**config.mk**
```make
export PLATFORM = sky130hd
export DESIGN_NAME = adc_control_and_result_regs
export DESIGN_NICKNAME = d
export VERILOG_FILES = /design/src/hw/adc_ctrl_pkg.sv /design/src/hw/adc_control_and_result_regs.sv
export VERILOG_INCLUDE_DIRS = /design/src /design/src/hw
export SDC_FILE = /design/constraint.sdc
export NUM_CORES = 1
export LEC_CHECK = 0
export CAP_MARGIN = 10
export CORE_UTILIZATION = 66
export CTS_BUF_LIST = sky130_fd_sc_hd__clkbuf_8
export DETAILED_ROUTE_END_ITERATION = 8
export DONT_BUFFER_PORTS = 1
export PLACE_DENSITY = 0.88
export RECOVER_POWER = 100
export SYNTH_ARGS = -nofsm -noshare
export SYNTH_HDL_FRONTEND = slang
export SYNTH_SLANG_ARGS = --single-unit
```
**constraint.sdc**
```tcl
create_clock -name clk -period 2.6 [get_ports clk]
set_clock_uncertainty 0.15 [all_clocks]
set_input_delay 0.13 -clock clk [delete_from_list [all_inputs] [get_ports clk]]
set_output_delay 0.13 -clock clk [all_outputs]
set_load 0.05 [all_outputs]
```
**src/hw/adc_ctrl_defs.svh**
```systemverilog
// register offsets, field positions and timing counts for the converter control
`ifndef ADC_CTRL_DEFS_SVH
`define ADC_CTRL_DEFS_SVH
`define OFS_INPUT_SELECT   4'h0
`define OFS_CONTROL_STATUS 4'h4
`define OFS_RESULT_LOW     4'h8
`define OFS_RESULT_HIGH    4'hC
`define BIT_POWER_ON       7
`define BIT_START          6
`define BIT_FREE_RUN       5
`define BIT_DONE_FLAG      4
`define BIT_DONE_IE        3
`define BIT_LEFT_ALIGN     5
`define FIRST_CONV_CYCLES  5'h19
`define NORMAL_CONV_CYCLES 5'h0D
`define CODE_SINGLE_LAST   5'h07
`define CODE_DIFF_LAST     5'h1D
`define CODE_BANDGAP       5'h1E
`define CODE_GROUND        5'h1F
`endif

```
**src/hw/adc_ctrl_pkg.sv**
```systemverilog
// types shared by the converter control block
package adc_ctrl_pkg;
    typedef enum logic [2:0] {
        ST_IDLE = 3'b001,
        ST_CONV = 3'b010,
        ST_DONE = 3'b100
    } conv_state_e;
    // analog path steering handed to the converter core
    typedef struct packed {
        logic       single_ended;
        logic [2:0] pos_input;
        logic [2:0] neg_input;
        logic [1:0] gain_sel;   // 0:1x 1:10x 2:200x
        logic       bandgap;
        logic       ground;
        logic [1:0] reference;
    } analog_path_s;
endpackage

```
**src/hw/adc_control_and_result_regs.sv**
```systemverilog
// converter control, prescaler, sequencing and result registers
`timescale 1ns/10ps
`default_nettype none
`include "adc_ctrl_defs.svh"

module adc_control_and_result_regs (
    input  wire logic                       clk,
    input  wire logic                       rst_n,
    input  wire logic                       clk_en,
    input  wire logic [3:0]                 avs_address,
    input  wire logic                       avs_read,
    input  wire logic                       avs_write,
    input  wire logic [31:0]                avs_writedata,
    output logic      [31:0]                avs_readdata,
    output logic                            avs_waitrequest,
    input  wire logic                       global_irq_enable,
    input  wire logic                       irq_vector_ack,
    input  wire logic [9:0]                 core_sample,
    output logic                            done_irq,
    output logic                            core_power_on,
    output logic                            core_sample_strobe,
    output adc_ctrl_pkg::analog_path_s      core_path
);
    import adc_ctrl_pkg::*;

    // ------------------------------------------------------------
    // registers
    // ------------------------------------------------------------
    logic [7:0]  input_select_r;
    logic        power_on_r;
    logic        free_run_r;
    logic        done_flag_r;
    logic        done_ie_r;
    logic [2:0]  clk_div_r;
    logic [9:0]  result_r;
    logic        result_lock_r;
    logic        first_pending_r;
    conv_state_e state_r;
    logic [6:0]  presc_r;
    logic [4:0]  cycle_r;
    logic [4:0]  conv_len_r;
    logic [4:0]  active_chan_r;
    logic        bus_ack_r;

    wire wr_sel = avs_write && !bus_ack_r && clk_en;
    wire rd_sel = avs_read && !bus_ack_r && clk_en;
    wire wr_ctl = wr_sel && avs_address == `OFS_CONTROL_STATUS;
    wire wr_mux = wr_sel && avs_address == `OFS_INPUT_SELECT;
    wire start_wr = wr_ctl && avs_writedata[`BIT_START];
    wire power_nxt = wr_ctl ? avs_writedata[`BIT_POWER_ON] : power_on_r;

    // ------------------------------------------------------------
    // prescaler tick
    // ------------------------------------------------------------
    // codes 000 and 001 both divide by two
    logic [6:0] div_mask;
    always_comb begin
        case (clk_div_r)
            3'h0, 3'h1: div_mask = 7'h01;
            3'h2:       div_mask = 7'h03;
            3'h3:       div_mask = 7'h07;
            3'h4:       div_mask = 7'h0F;
            3'h5:       div_mask = 7'h1F;
            3'h6:       div_mask = 7'h3F;
            default:    div_mask = 7'h7F;
        endcase
    end
    wire adc_tick = power_on_r && ((presc_r & div_mask) == div_mask);

    always_ff @(posedge clk) begin
        if (!rst_n) begin
            presc_r <= 7'h00;
        end else if (clk_en) begin
            if (!power_on_r) begin
                presc_r <= 7'h00;
            end else begin
                presc_r <= presc_r + 7'h01;
            end
        end
    end

    // ------------------------------------------------------------
    // conversion sequencer
    // ------------------------------------------------------------
    wire conv_end = state_r == ST_CONV && adc_tick &&
                    cycle_r == conv_len_r - 5'h01;
    always_ff @(posedge clk) begin
        if (!rst_n) begin
            state_r         <= ST_IDLE;
            cycle_r         <= 5'h00;
            conv_len_r      <= `FIRST_CONV_CYCLES;
            first_pending_r <= 1'b1;
            active_chan_r   <= 5'h00;
        end else if (clk_en) begin
            // power drop aborts; the next start is a long one again
            if (!power_nxt) begin
                state_r         <= ST_IDLE;
                first_pending_r <= 1'b1;
            end else begin
                case (state_r)
                    ST_IDLE: begin
                        if (start_wr) begin
                            state_r         <= ST_CONV;
                            cycle_r         <= 5'h00;
                            active_chan_r   <= input_select_r[4:0];
                            first_pending_r <= 1'b0;
                            conv_len_r      <= first_pending_r ?
                                `FIRST_CONV_CYCLES : `NORMAL_CONV_CYCLES;
                        end
                    end
                    ST_CONV: begin
                        if (adc_tick) begin
                            cycle_r <= cycle_r + 5'h01;
                        end
                        if (conv_end) begin
                            state_r <= ST_DONE;
                        end
                    end
                    ST_DONE: begin
                        if (free_run_r) begin
                            state_r       <= ST_CONV;
                            cycle_r       <= 5'h00;
                            conv_len_r    <= `NORMAL_CONV_CYCLES;
                            active_chan_r <= input_select_r[4:0];
                        end else begin
                            state_r <= ST_IDLE;
                        end
                    end
                    default: state_r <= ST_IDLE;
                endcase
            end
        end
    end

    // ------------------------------------------------------------
    // result capture and read lock
    // ------------------------------------------------------------
    wire is_diff = active_chan_r > `CODE_SINGLE_LAST &&
                   active_chan_r <= `CODE_DIFF_LAST;
    always_ff @(posedge clk) begin
        if (!rst_n) begin
            result_r      <= 10'h000;
            result_lock_r <= 1'b0;
        end else if (clk_en) begin
            if (conv_end && power_nxt && !result_lock_r) begin
                // core delivers offset binary; flip msb for signed
                result_r <= is_diff ? {~core_sample[9], core_sample[8:0]}
                                    : core_sample;
            end
            if (rd_sel && avs_address == `OFS_RESULT_LOW) begin
                result_lock_r <= 1'b1;
            end else if (rd_sel && avs_address == `OFS_RESULT_HIGH) begin
                result_lock_r <= 1'b0;
            end
        end
    end

    // ------------------------------------------------------------
    // software registers
    // ------------------------------------------------------------
    always_ff @(posedge clk) begin
        if (!rst_n) begin
            input_select_r <= 8'h00;
            power_on_r     <= 1'b0;
            free_run_r     <= 1'b0;
            done_ie_r      <= 1'b0;
            clk_div_r      <= 3'h0;
        end else if (wr_mux) begin
            input_select_r <= avs_writedata[7:0];
        end else if (wr_ctl) begin
            power_on_r <= avs_writedata[`BIT_POWER_ON];
            free_run_r <= avs_writedata[`BIT_FREE_RUN];
            done_ie_r  <= avs_writedata[`BIT_DONE_IE];
            clk_div_r  <= avs_writedata[2:0];
        end
    end

    // set wins over a clear in the same cycle
    always_ff @(posedge clk) begin
        if (!rst_n) begin
            done_flag_r <= 1'b0;
        end else if (clk_en) begin
            if (conv_end && power_nxt && !result_lock_r) begin
                done_flag_r <= 1'b1;
            end else if ((wr_ctl && avs_writedata[`BIT_DONE_FLAG]) ||
                         irq_vector_ack) begin
                done_flag_r <= 1'b0;
            end
        end
    end

    // ------------------------------------------------------------
    // bus answer: one wait state, then data
    // ------------------------------------------------------------
    // start bit falls with the flag unless free run carries on
    wire conv_busy = state_r == ST_CONV ||
                     (state_r == ST_DONE && free_run_r);
    logic [7:0] rd_byte;
    always_comb begin
        rd_byte = 8'h00;
        case (avs_address)
            `OFS_INPUT_SELECT: rd_byte = input_select_r;
            `OFS_CONTROL_STATUS: rd_byte = {power_on_r,
                conv_busy, free_run_r, done_flag_r,
                done_ie_r, clk_div_r};
            // alignment read live, so a change shows at once
            `OFS_RESULT_LOW: rd_byte = input_select_r[`BIT_LEFT_ALIGN] ?
                {result_r[1:0], 6'h00} : result_r[7:0];
            `OFS_RESULT_HIGH: rd_byte = input_select_r[`BIT_LEFT_ALIGN] ?
                result_r[9:2] : {6'h00, result_r[9:8]};
            default: rd_byte = 8'h00;
        endcase
    end

    always_ff @(posedge clk) begin
        if (!rst_n) begin
            bus_ack_r    <= 1'b0;
            avs_readdata <= 32'h0000_0000;
        end else if (clk_en) begin
            bus_ack_r <= (avs_read || avs_write) && !bus_ack_r;
            if (rd_sel) begin
                avs_readdata <= {24'h00_0000, rd_byte};
            end
        end
    end

    // registered, so the answer never glitches off the request pins
    always_ff @(posedge clk) begin
        if (!rst_n) begin
            avs_waitrequest <= 1'b1;
        end else if (clk_en) begin
            avs_waitrequest <= !((avs_read || avs_write) && !bus_ack_r);
        end
    end

    // ------------------------------------------------------------
    // interrupt request and outputs toward the analog side
    // ------------------------------------------------------------
    always_ff @(posedge clk) begin
        if (!rst_n) begin
            done_irq           <= 1'b0;
            core_power_on      <= 1'b0;
            core_sample_strobe <= 1'b0;
        end else if (clk_en) begin
            done_irq <= done_flag_r && done_ie_r && global_irq_enable;
            core_power_on      <= power_on_r;
            core_sample_strobe <= conv_end;
        end
    end

    // ------------------------------------------------------------
    // analog path decode
    // ------------------------------------------------------------
    // channel comes from the latched code, so a write during a
    // conversion cannot disturb the inputs until it completes; reference follows the register at once
    always_ff @(posedge clk) begin
        if (!rst_n) begin
            core_path <= '0;
        end else if (clk_en) begin
            core_path.reference <= input_select_r[7:6];
            core_path.single_ended <= active_chan_r <= `CODE_SINGLE_LAST ||
                                      active_chan_r >= `CODE_BANDGAP;
            core_path.bandgap  <= active_chan_r == `CODE_BANDGAP;
            core_path.ground   <= active_chan_r == `CODE_GROUND;
            core_path.pos_input <= active_chan_r[2:0];
            core_path.neg_input <= 3'h0;
            core_path.gain_sel  <= 2'h0;
            if (is_diff) begin
                // codes 01xxx: inputs 0/1 over 0, 2/3 over 2
                if (active_chan_r[4] == 1'b0) begin
                    core_path.pos_input <= {1'b0, active_chan_r[2],
                                            active_chan_r[0]};
                    core_path.neg_input <= {1'b0, active_chan_r[2], 1'b0};
                    core_path.gain_sel  <= active_chan_r[1] ? 2'h2 : 2'h1;
                end else begin
                    core_path.pos_input <= active_chan_r[2:0];
                    core_path.neg_input <= active_chan_r[3] ? 3'h2 : 3'h1;
                end
            end
        end
    end
endmodule // adc_control_and_result_regs
`default_nettype wire

```
* Yosys cells after proc, flatten, opt, wreduce, memory -nomap -nowiden
Cells that the tools add are included.
Storage, ports and cells: bits in registers 78, bits in latches 0, memory bits (writable) 0, bits in read-only memories 0, input port bits 53, output and inout bits 49, word-level logic and storage cells 138, memories 0
Cells by class: $add $sub $neg 3, $mul 0, divide/modulo/power cells 0, magnitude comparators 4, equal/unequal tests 23, shift operators 0, mux-type cells 35, bitwise gates (word level) 3, reductions and logical operators 43
Operator list (count):
- 7-bit one-hot mux with 6 select lines | 1
- 5-bit 2-to-1 mux | 8
- 8-bit one-hot mux with 4 select lines | 1
- 8-bit 2-to-1 mux | 3
- 1-bit logical AND | 20
- 5-bit one-hot mux with 2 select lines | 2
- 5-bit one-hot mux with 3 select lines | 1
- 3-bit == test (second input constant) | 4
- 5-bit == test (second input constant) | 2
- 10-bit 2-to-1 mux | 1
- 2-bit AND reduction | 5
- 3-bit by 2-bit == test with 1-bit output (second input constant) | 3
- 3-bit 2-to-1 mux | 3
- 3-bit one-hot mux with 3 select lines | 1
- 4-bit == test (second input constant) | 2
- 1-bit 2-to-1 mux | 8
- 2-bit 2-to-1 mux | 4
- 2-bit inequality test (second input constant) | 4
- 7-bit by 1-bit adder with 7-bit output (second input constant) | 1
- 7-bit AND | 1
- 7-bit == test | 1
- 7-bit 2-to-1 mux | 1
- 3-bit by 1-bit == test with 1-bit output (second input constant) | 2
- 6-bit 2-to-1 mux | 1
- other kinds (21) | 31

* Logic depth before layout (Yosys ltp)
depth in word-level cells 12, mapped depth 8

* Least setup slack after synthesis
No wires, ideal clock.
path type reg-to-reg, start point reg presc_r[2], end point reg cycle_r[3], data arrival time 1710 ps, data required time 2370 ps, setup slack 660 ps, cell stages (with the launch flop) 6, buffers on the path 0, cell sequence dfxtp_1 > o22ai_1 > a2111oi_4 > o211ai_4 > or3_1 > a211oi_2
Between the ends: cells in the longest elaborated chain, start to end 5
Ends and longest elaborated chain:
- start, declared | line adc_control_and_result_regs.sv:39 | logic [6:0] presc_r;
- start signal, assigned | line adc_control_and_result_regs.sv:77 | presc_r <= presc_r + 7'h01;
- 7-bit AND | line adc_control_and_result_regs.sv:68 | wire adc_tick = power_on_r && ((presc_r & div_mask) == div_mask);
- 7-bit == test | line adc_control_and_result_regs.sv:68
- 1-bit logical AND | line adc_control_and_result_regs.sv:68
- 2-bit inequality test (no source line)
- 6-bit AND reduction (no source line)
- end signal, assigned | line adc_control_and_result_regs.sv:113 | cycle_r <= cycle_r + 5'h01;
- end, declared | line adc_control_and_result_regs.sv:40 | logic [4:0] cycle_r;
Every way passes these cells. A chain may end at the register's enable or synchronous reset.

* Worst setup path in the final report
start point in clk_en, end point reg result_r[0]
Between the ends: cells in the longest elaborated chain, start to end 6
Ends and longest elaborated chain:
- start, declared | line adc_control_and_result_regs.sv:9 | input wire logic clk_en,
- 1-bit logical AND | line adc_control_and_result_regs.sv:45 | wire wr_sel = avs_write && !bus_ack_r && clk_en;
- 1-bit logical AND (no source line)
- 1-bit 2-to-1 mux
- 1-bit logical AND (2 in series) | line adc_control_and_result_regs.sv:145 | if (conv_end && power_nxt && !result_lock_r) begin
- 2-bit AND reduction (no source line) *
- end signal, assigned | line adc_control_and_result_regs.sv:147 | result_r <= is_diff ? {~core_sample[9], core_sample[8:0]}
- end, declared | line adc_control_and_result_regs.sv:35 | logic [9:0] result_r;
Every way passes the cells marked *; elsewhere a longest branch is shown, timed or not.

==> results.sh <==
export IMPL_ys_seq_area_frac=0.413
export IMPL_final_area_um2=4080
export IMPL_yosys_warnings=0
export IMPL_coreArea_um2=5170
export IMPL_min_from="clk_en"
export IMPL_netlist_area_um2=3590
export IMPL_dp_hpwl_um=5630
export IMPL_wl_um=9520
export IMPL_synth_edf_count=0
export IMPL_rows=26
export IMPL_wl_per_cell_um=18.6
export IMPL_fin_crit_sh=0.956
export IMPL_via_count=3258
export IMPL_antenna_found_initial=0
export IMPL_rrSetupSlack_ns=0.13
export IMPL_synthTopCellsByArea="dfxtp_1, mux2i_1, nor2_1"
export IMPL_clk_path_buf_depth=2
export IMPL_grt_pass1_vias=3010
export IMPL_regArea_um2=1480
export IMPL_nNetsFinal=493
export IMPL_worstSetupStartpointType="input port"
export IMPL_ir_drop_mv=0.765
export IMPL_num_fill_cells=317
export IMPL_min_path_type="input port to register"
export IMPL_routed_via_density=6.36
export IMPL_clock_root_buffer="clkbuf_8"
export IMPL_clkTransAtPathRegs_ns=0.08
export IMPL_worstMarginPinSlew_ns=1.13
export IMPL_p_leak_nw=1.59
export IMPL_die_w_um=75.7
export IMPL_antennaDiodeCount=0
export IMPL_async_flop_share=0
export IMPL_maxCapViolCount=0
export IMPL_status="completed"
export IMPL_critical_path_class="input port to register"
export IMPL_placed_area_um2=3540
export IMPL_drc=0
export IMPL_syn_instance_count=409
export IMPL_final_max_slew_viol_count=0
export IMPL_setup_violations=0
export IMPL_numClockSinks=74
export IMPL_cts_tree="done"
export IMPL_ys_flop_type="dfxtp_1"
export IMPL_finalHoldViolations=0
export IMPL_period_needed_ns=2.48
export IMPL_r2r_end="result_r[0]"
export IMPL_postRouteAntennaNets=0
export IMPL_syn_area_per_cell_um2=8.77
export IMPL_slew_headroom=0.246
export IMPL_fmax_mhz=403
export IMPL_r2r_start="power_on_r"
export IMPL_worst_setup_path_end_kind="register"
export IMPL_drt_iter0_drc=346
export IMPL_power_total_mw=2.48
export IMPL_place_congestion=0.900
export IMPL_cp_required_ns=2.66
export IMPL_multi_input_area_um2=1880
export IMPL_layout_area_overhead_vs_synth_pct=13.7
export IMPL_clk_latency_ns=0.36
export IMPL_ioPinCount=102
export IMPL_r2r_cells=6
export IMPL_start_util=0.694
export IMPL_die_y_um=75.7
export IMPL_synth_most_common_cell="dfxtp_1"
export IMPL_cp_startpoint="clk_en"
export IMPL_cts_buffers=9
export IMPL_port_buffers=0
export IMPL_worstPathArrival_ns=2.54
export IMPL_synthTopCellsByCount="dfxtp_1, nor2_1, mux2i_1, nand2_1, buf_4"
export IMPL_synth_cell_types=54
export IMPL_grtUsageTotal=0.351
export IMPL_ys_ff_latch=74
export IMPL_final_util=0.789
export IMPL_drive_above_1_share=0.0724
export IMPL_setup_tns_ns=0
export IMPL_power_density_nw_per_um2=607
export IMPL_cts_max_level=3
export IMPL_grt_max_degree=34
export IMPL_endpoint="result_r[0]"
export IMPL_synth_top_cell_area_share=0.413
export IMPL_synth_top_area_cell="dfxtp_1"
export IMPL_cp_max_fo=20
export IMPL_gr_total_overflow=0
export IMPL_rsz0062_at_grt="false"
export IMPL_die_area_um2=5730
export IMPL_drtPass1Iterations=5
export IMPL_grt_pass1_wl_um=14600
cell families after synthesis:
logic type,Yosys count,share of synthesized area
other,1,0.00105
flip-flops,74,0.413
multiplexers,41,0.114
adder cells (fa/ha/maj),3,0.0105
AND/OR/NAND/NOR,141,0.186
XOR/XNOR,5,0.0122
AO/OA/AOI/OAI,87,0.174
buffers and inverters,57,0.0886
worst max-delay path, cell delays in order:
cell and delay, ns:
clkbuf_1 0.82, nand2_1 0.28, a31o_2 0.31, a21oi_1 0.15, nand3_1 0.15, clkbuf_2 0.34
mux2i_1 0.27, nor2_1 0.08
metrics by stage:
stage / setup slack, ns / cells / hold WS (ns)
floorplan: 0.660 / 433 / 0.119
global placement: 0.511 / 464 / 0.0475
detailed placement: 0.454 / 464 / 0.0530
CTS: 0.0260 / 512 / 0.0112
global route: 0.0186 / 512 / 0.0544
finish: 0.116 / 512 / 0.0189
final cells by class:
| class | count | area share |
|---|---|---|
| sequential | 74 | 0.363 |
| clock buffer | 9 | 0.0304 |
| clock inverter | 7 | 0.0291 |
| timing repair buffer | 39 | 0.0859 |
| multi-input combinational | 302 | 0.460 |
| tap | 70 | 0.0215 |
| inverter | 11 | 0.0101 |
worst min path at each step:
stage,to,cells after the start
6_report,presc_r[4],4
5_1_grt,result_r[1],2
4_1_cts,presc_r[4],4
3_5_place_dp,avs_waitrequest,1
3_3_place_gp,avs_waitrequest,1
2_1_floorplan,clk_div_r[1],2
flip-flops by register name, summed over array words and instances, names as in the netlist, 2 cells and up:
register	cells
cycle_r	5
clk_div_r	3
avs_readdata	8
result_r	10
presc_r	7
core_path	12
conv_len_r	2
active_chan_r	5
input_select_r	8
state_r	3
placed cells by master, fill, tap and decap left out, drive strengths merged, types with 3 or more instances in the layout:
| cell type | synthesis | layout |
|---|---|---|
| dfxtp | 74 | 74 |
| nor2 | 65 | 65 |
| mux2i | 41 | 41 |
| dlygate4sd3 | 0 | 30 |
| nand2 | 28 | 28 |
| a21oi | 27 | 27 |
| conb | 1 | 25 |
| o21ai | 17 | 17 |
| clkbuf | 13 | 14 |
| inv | 11 | 12 |
| nand3 | 11 | 11 |
| a211oi | 10 | 10 |
| and2 | 7 | 7 |
| a22oi | 6 | 6 |
| nor3 | 5 | 5 |
| or3 | 5 | 5 |
| nand2b | 4 | 4 |
| nand4 | 4 | 4 |
| buf | 33 | 4 |
| a31oi | 3 | 3 |
| nand3b | 3 | 3 |
| xnor2 | 3 | 3 |
| a221oi | 3 | 3 |
| ha | 3 | 3 |
| bufinv | 0 | 3 |
| o211ai | 3 | 3 |
repair_timing:
| item | CTS | global route |
|---|---|---|
| setup endpoints to repair | 0 | 21 |
| gates resized for setup | 0 | 3 |
| buffers inserted | 0 | 1 |
| hold endpoints to repair | 53 | 0 |
| hold buffers | 32 | 0 |
routing by layer:
metal	GRT usage	wire length, um	vias to the layer above	part of all wire
met5	0	0	-	0
met1	0.413	3530	1506	0.37
li1	-	-	1454	-
met4	0.183	398	0	0.042
met2	0.580	4710	240	0.49
met3	0.102	887	58	0.093
where the power goes:
| group | switching, mW | leakage, nW | internal [mW] | total (mW) |
|---|---|---|---|---|
| Clock | 0.450 | 0.121 | 0.637 | 1.09 |
| Combinational | 0.151 | 0.869 | 0.0548 | 0.206 |
| Sequential | 0.0409 | 0.598 | 1.14 | 1.18 |
| Total | 0.641 | 1.59 | 1.84 | 2.48 |
Power figures use the tool's default switching activity.
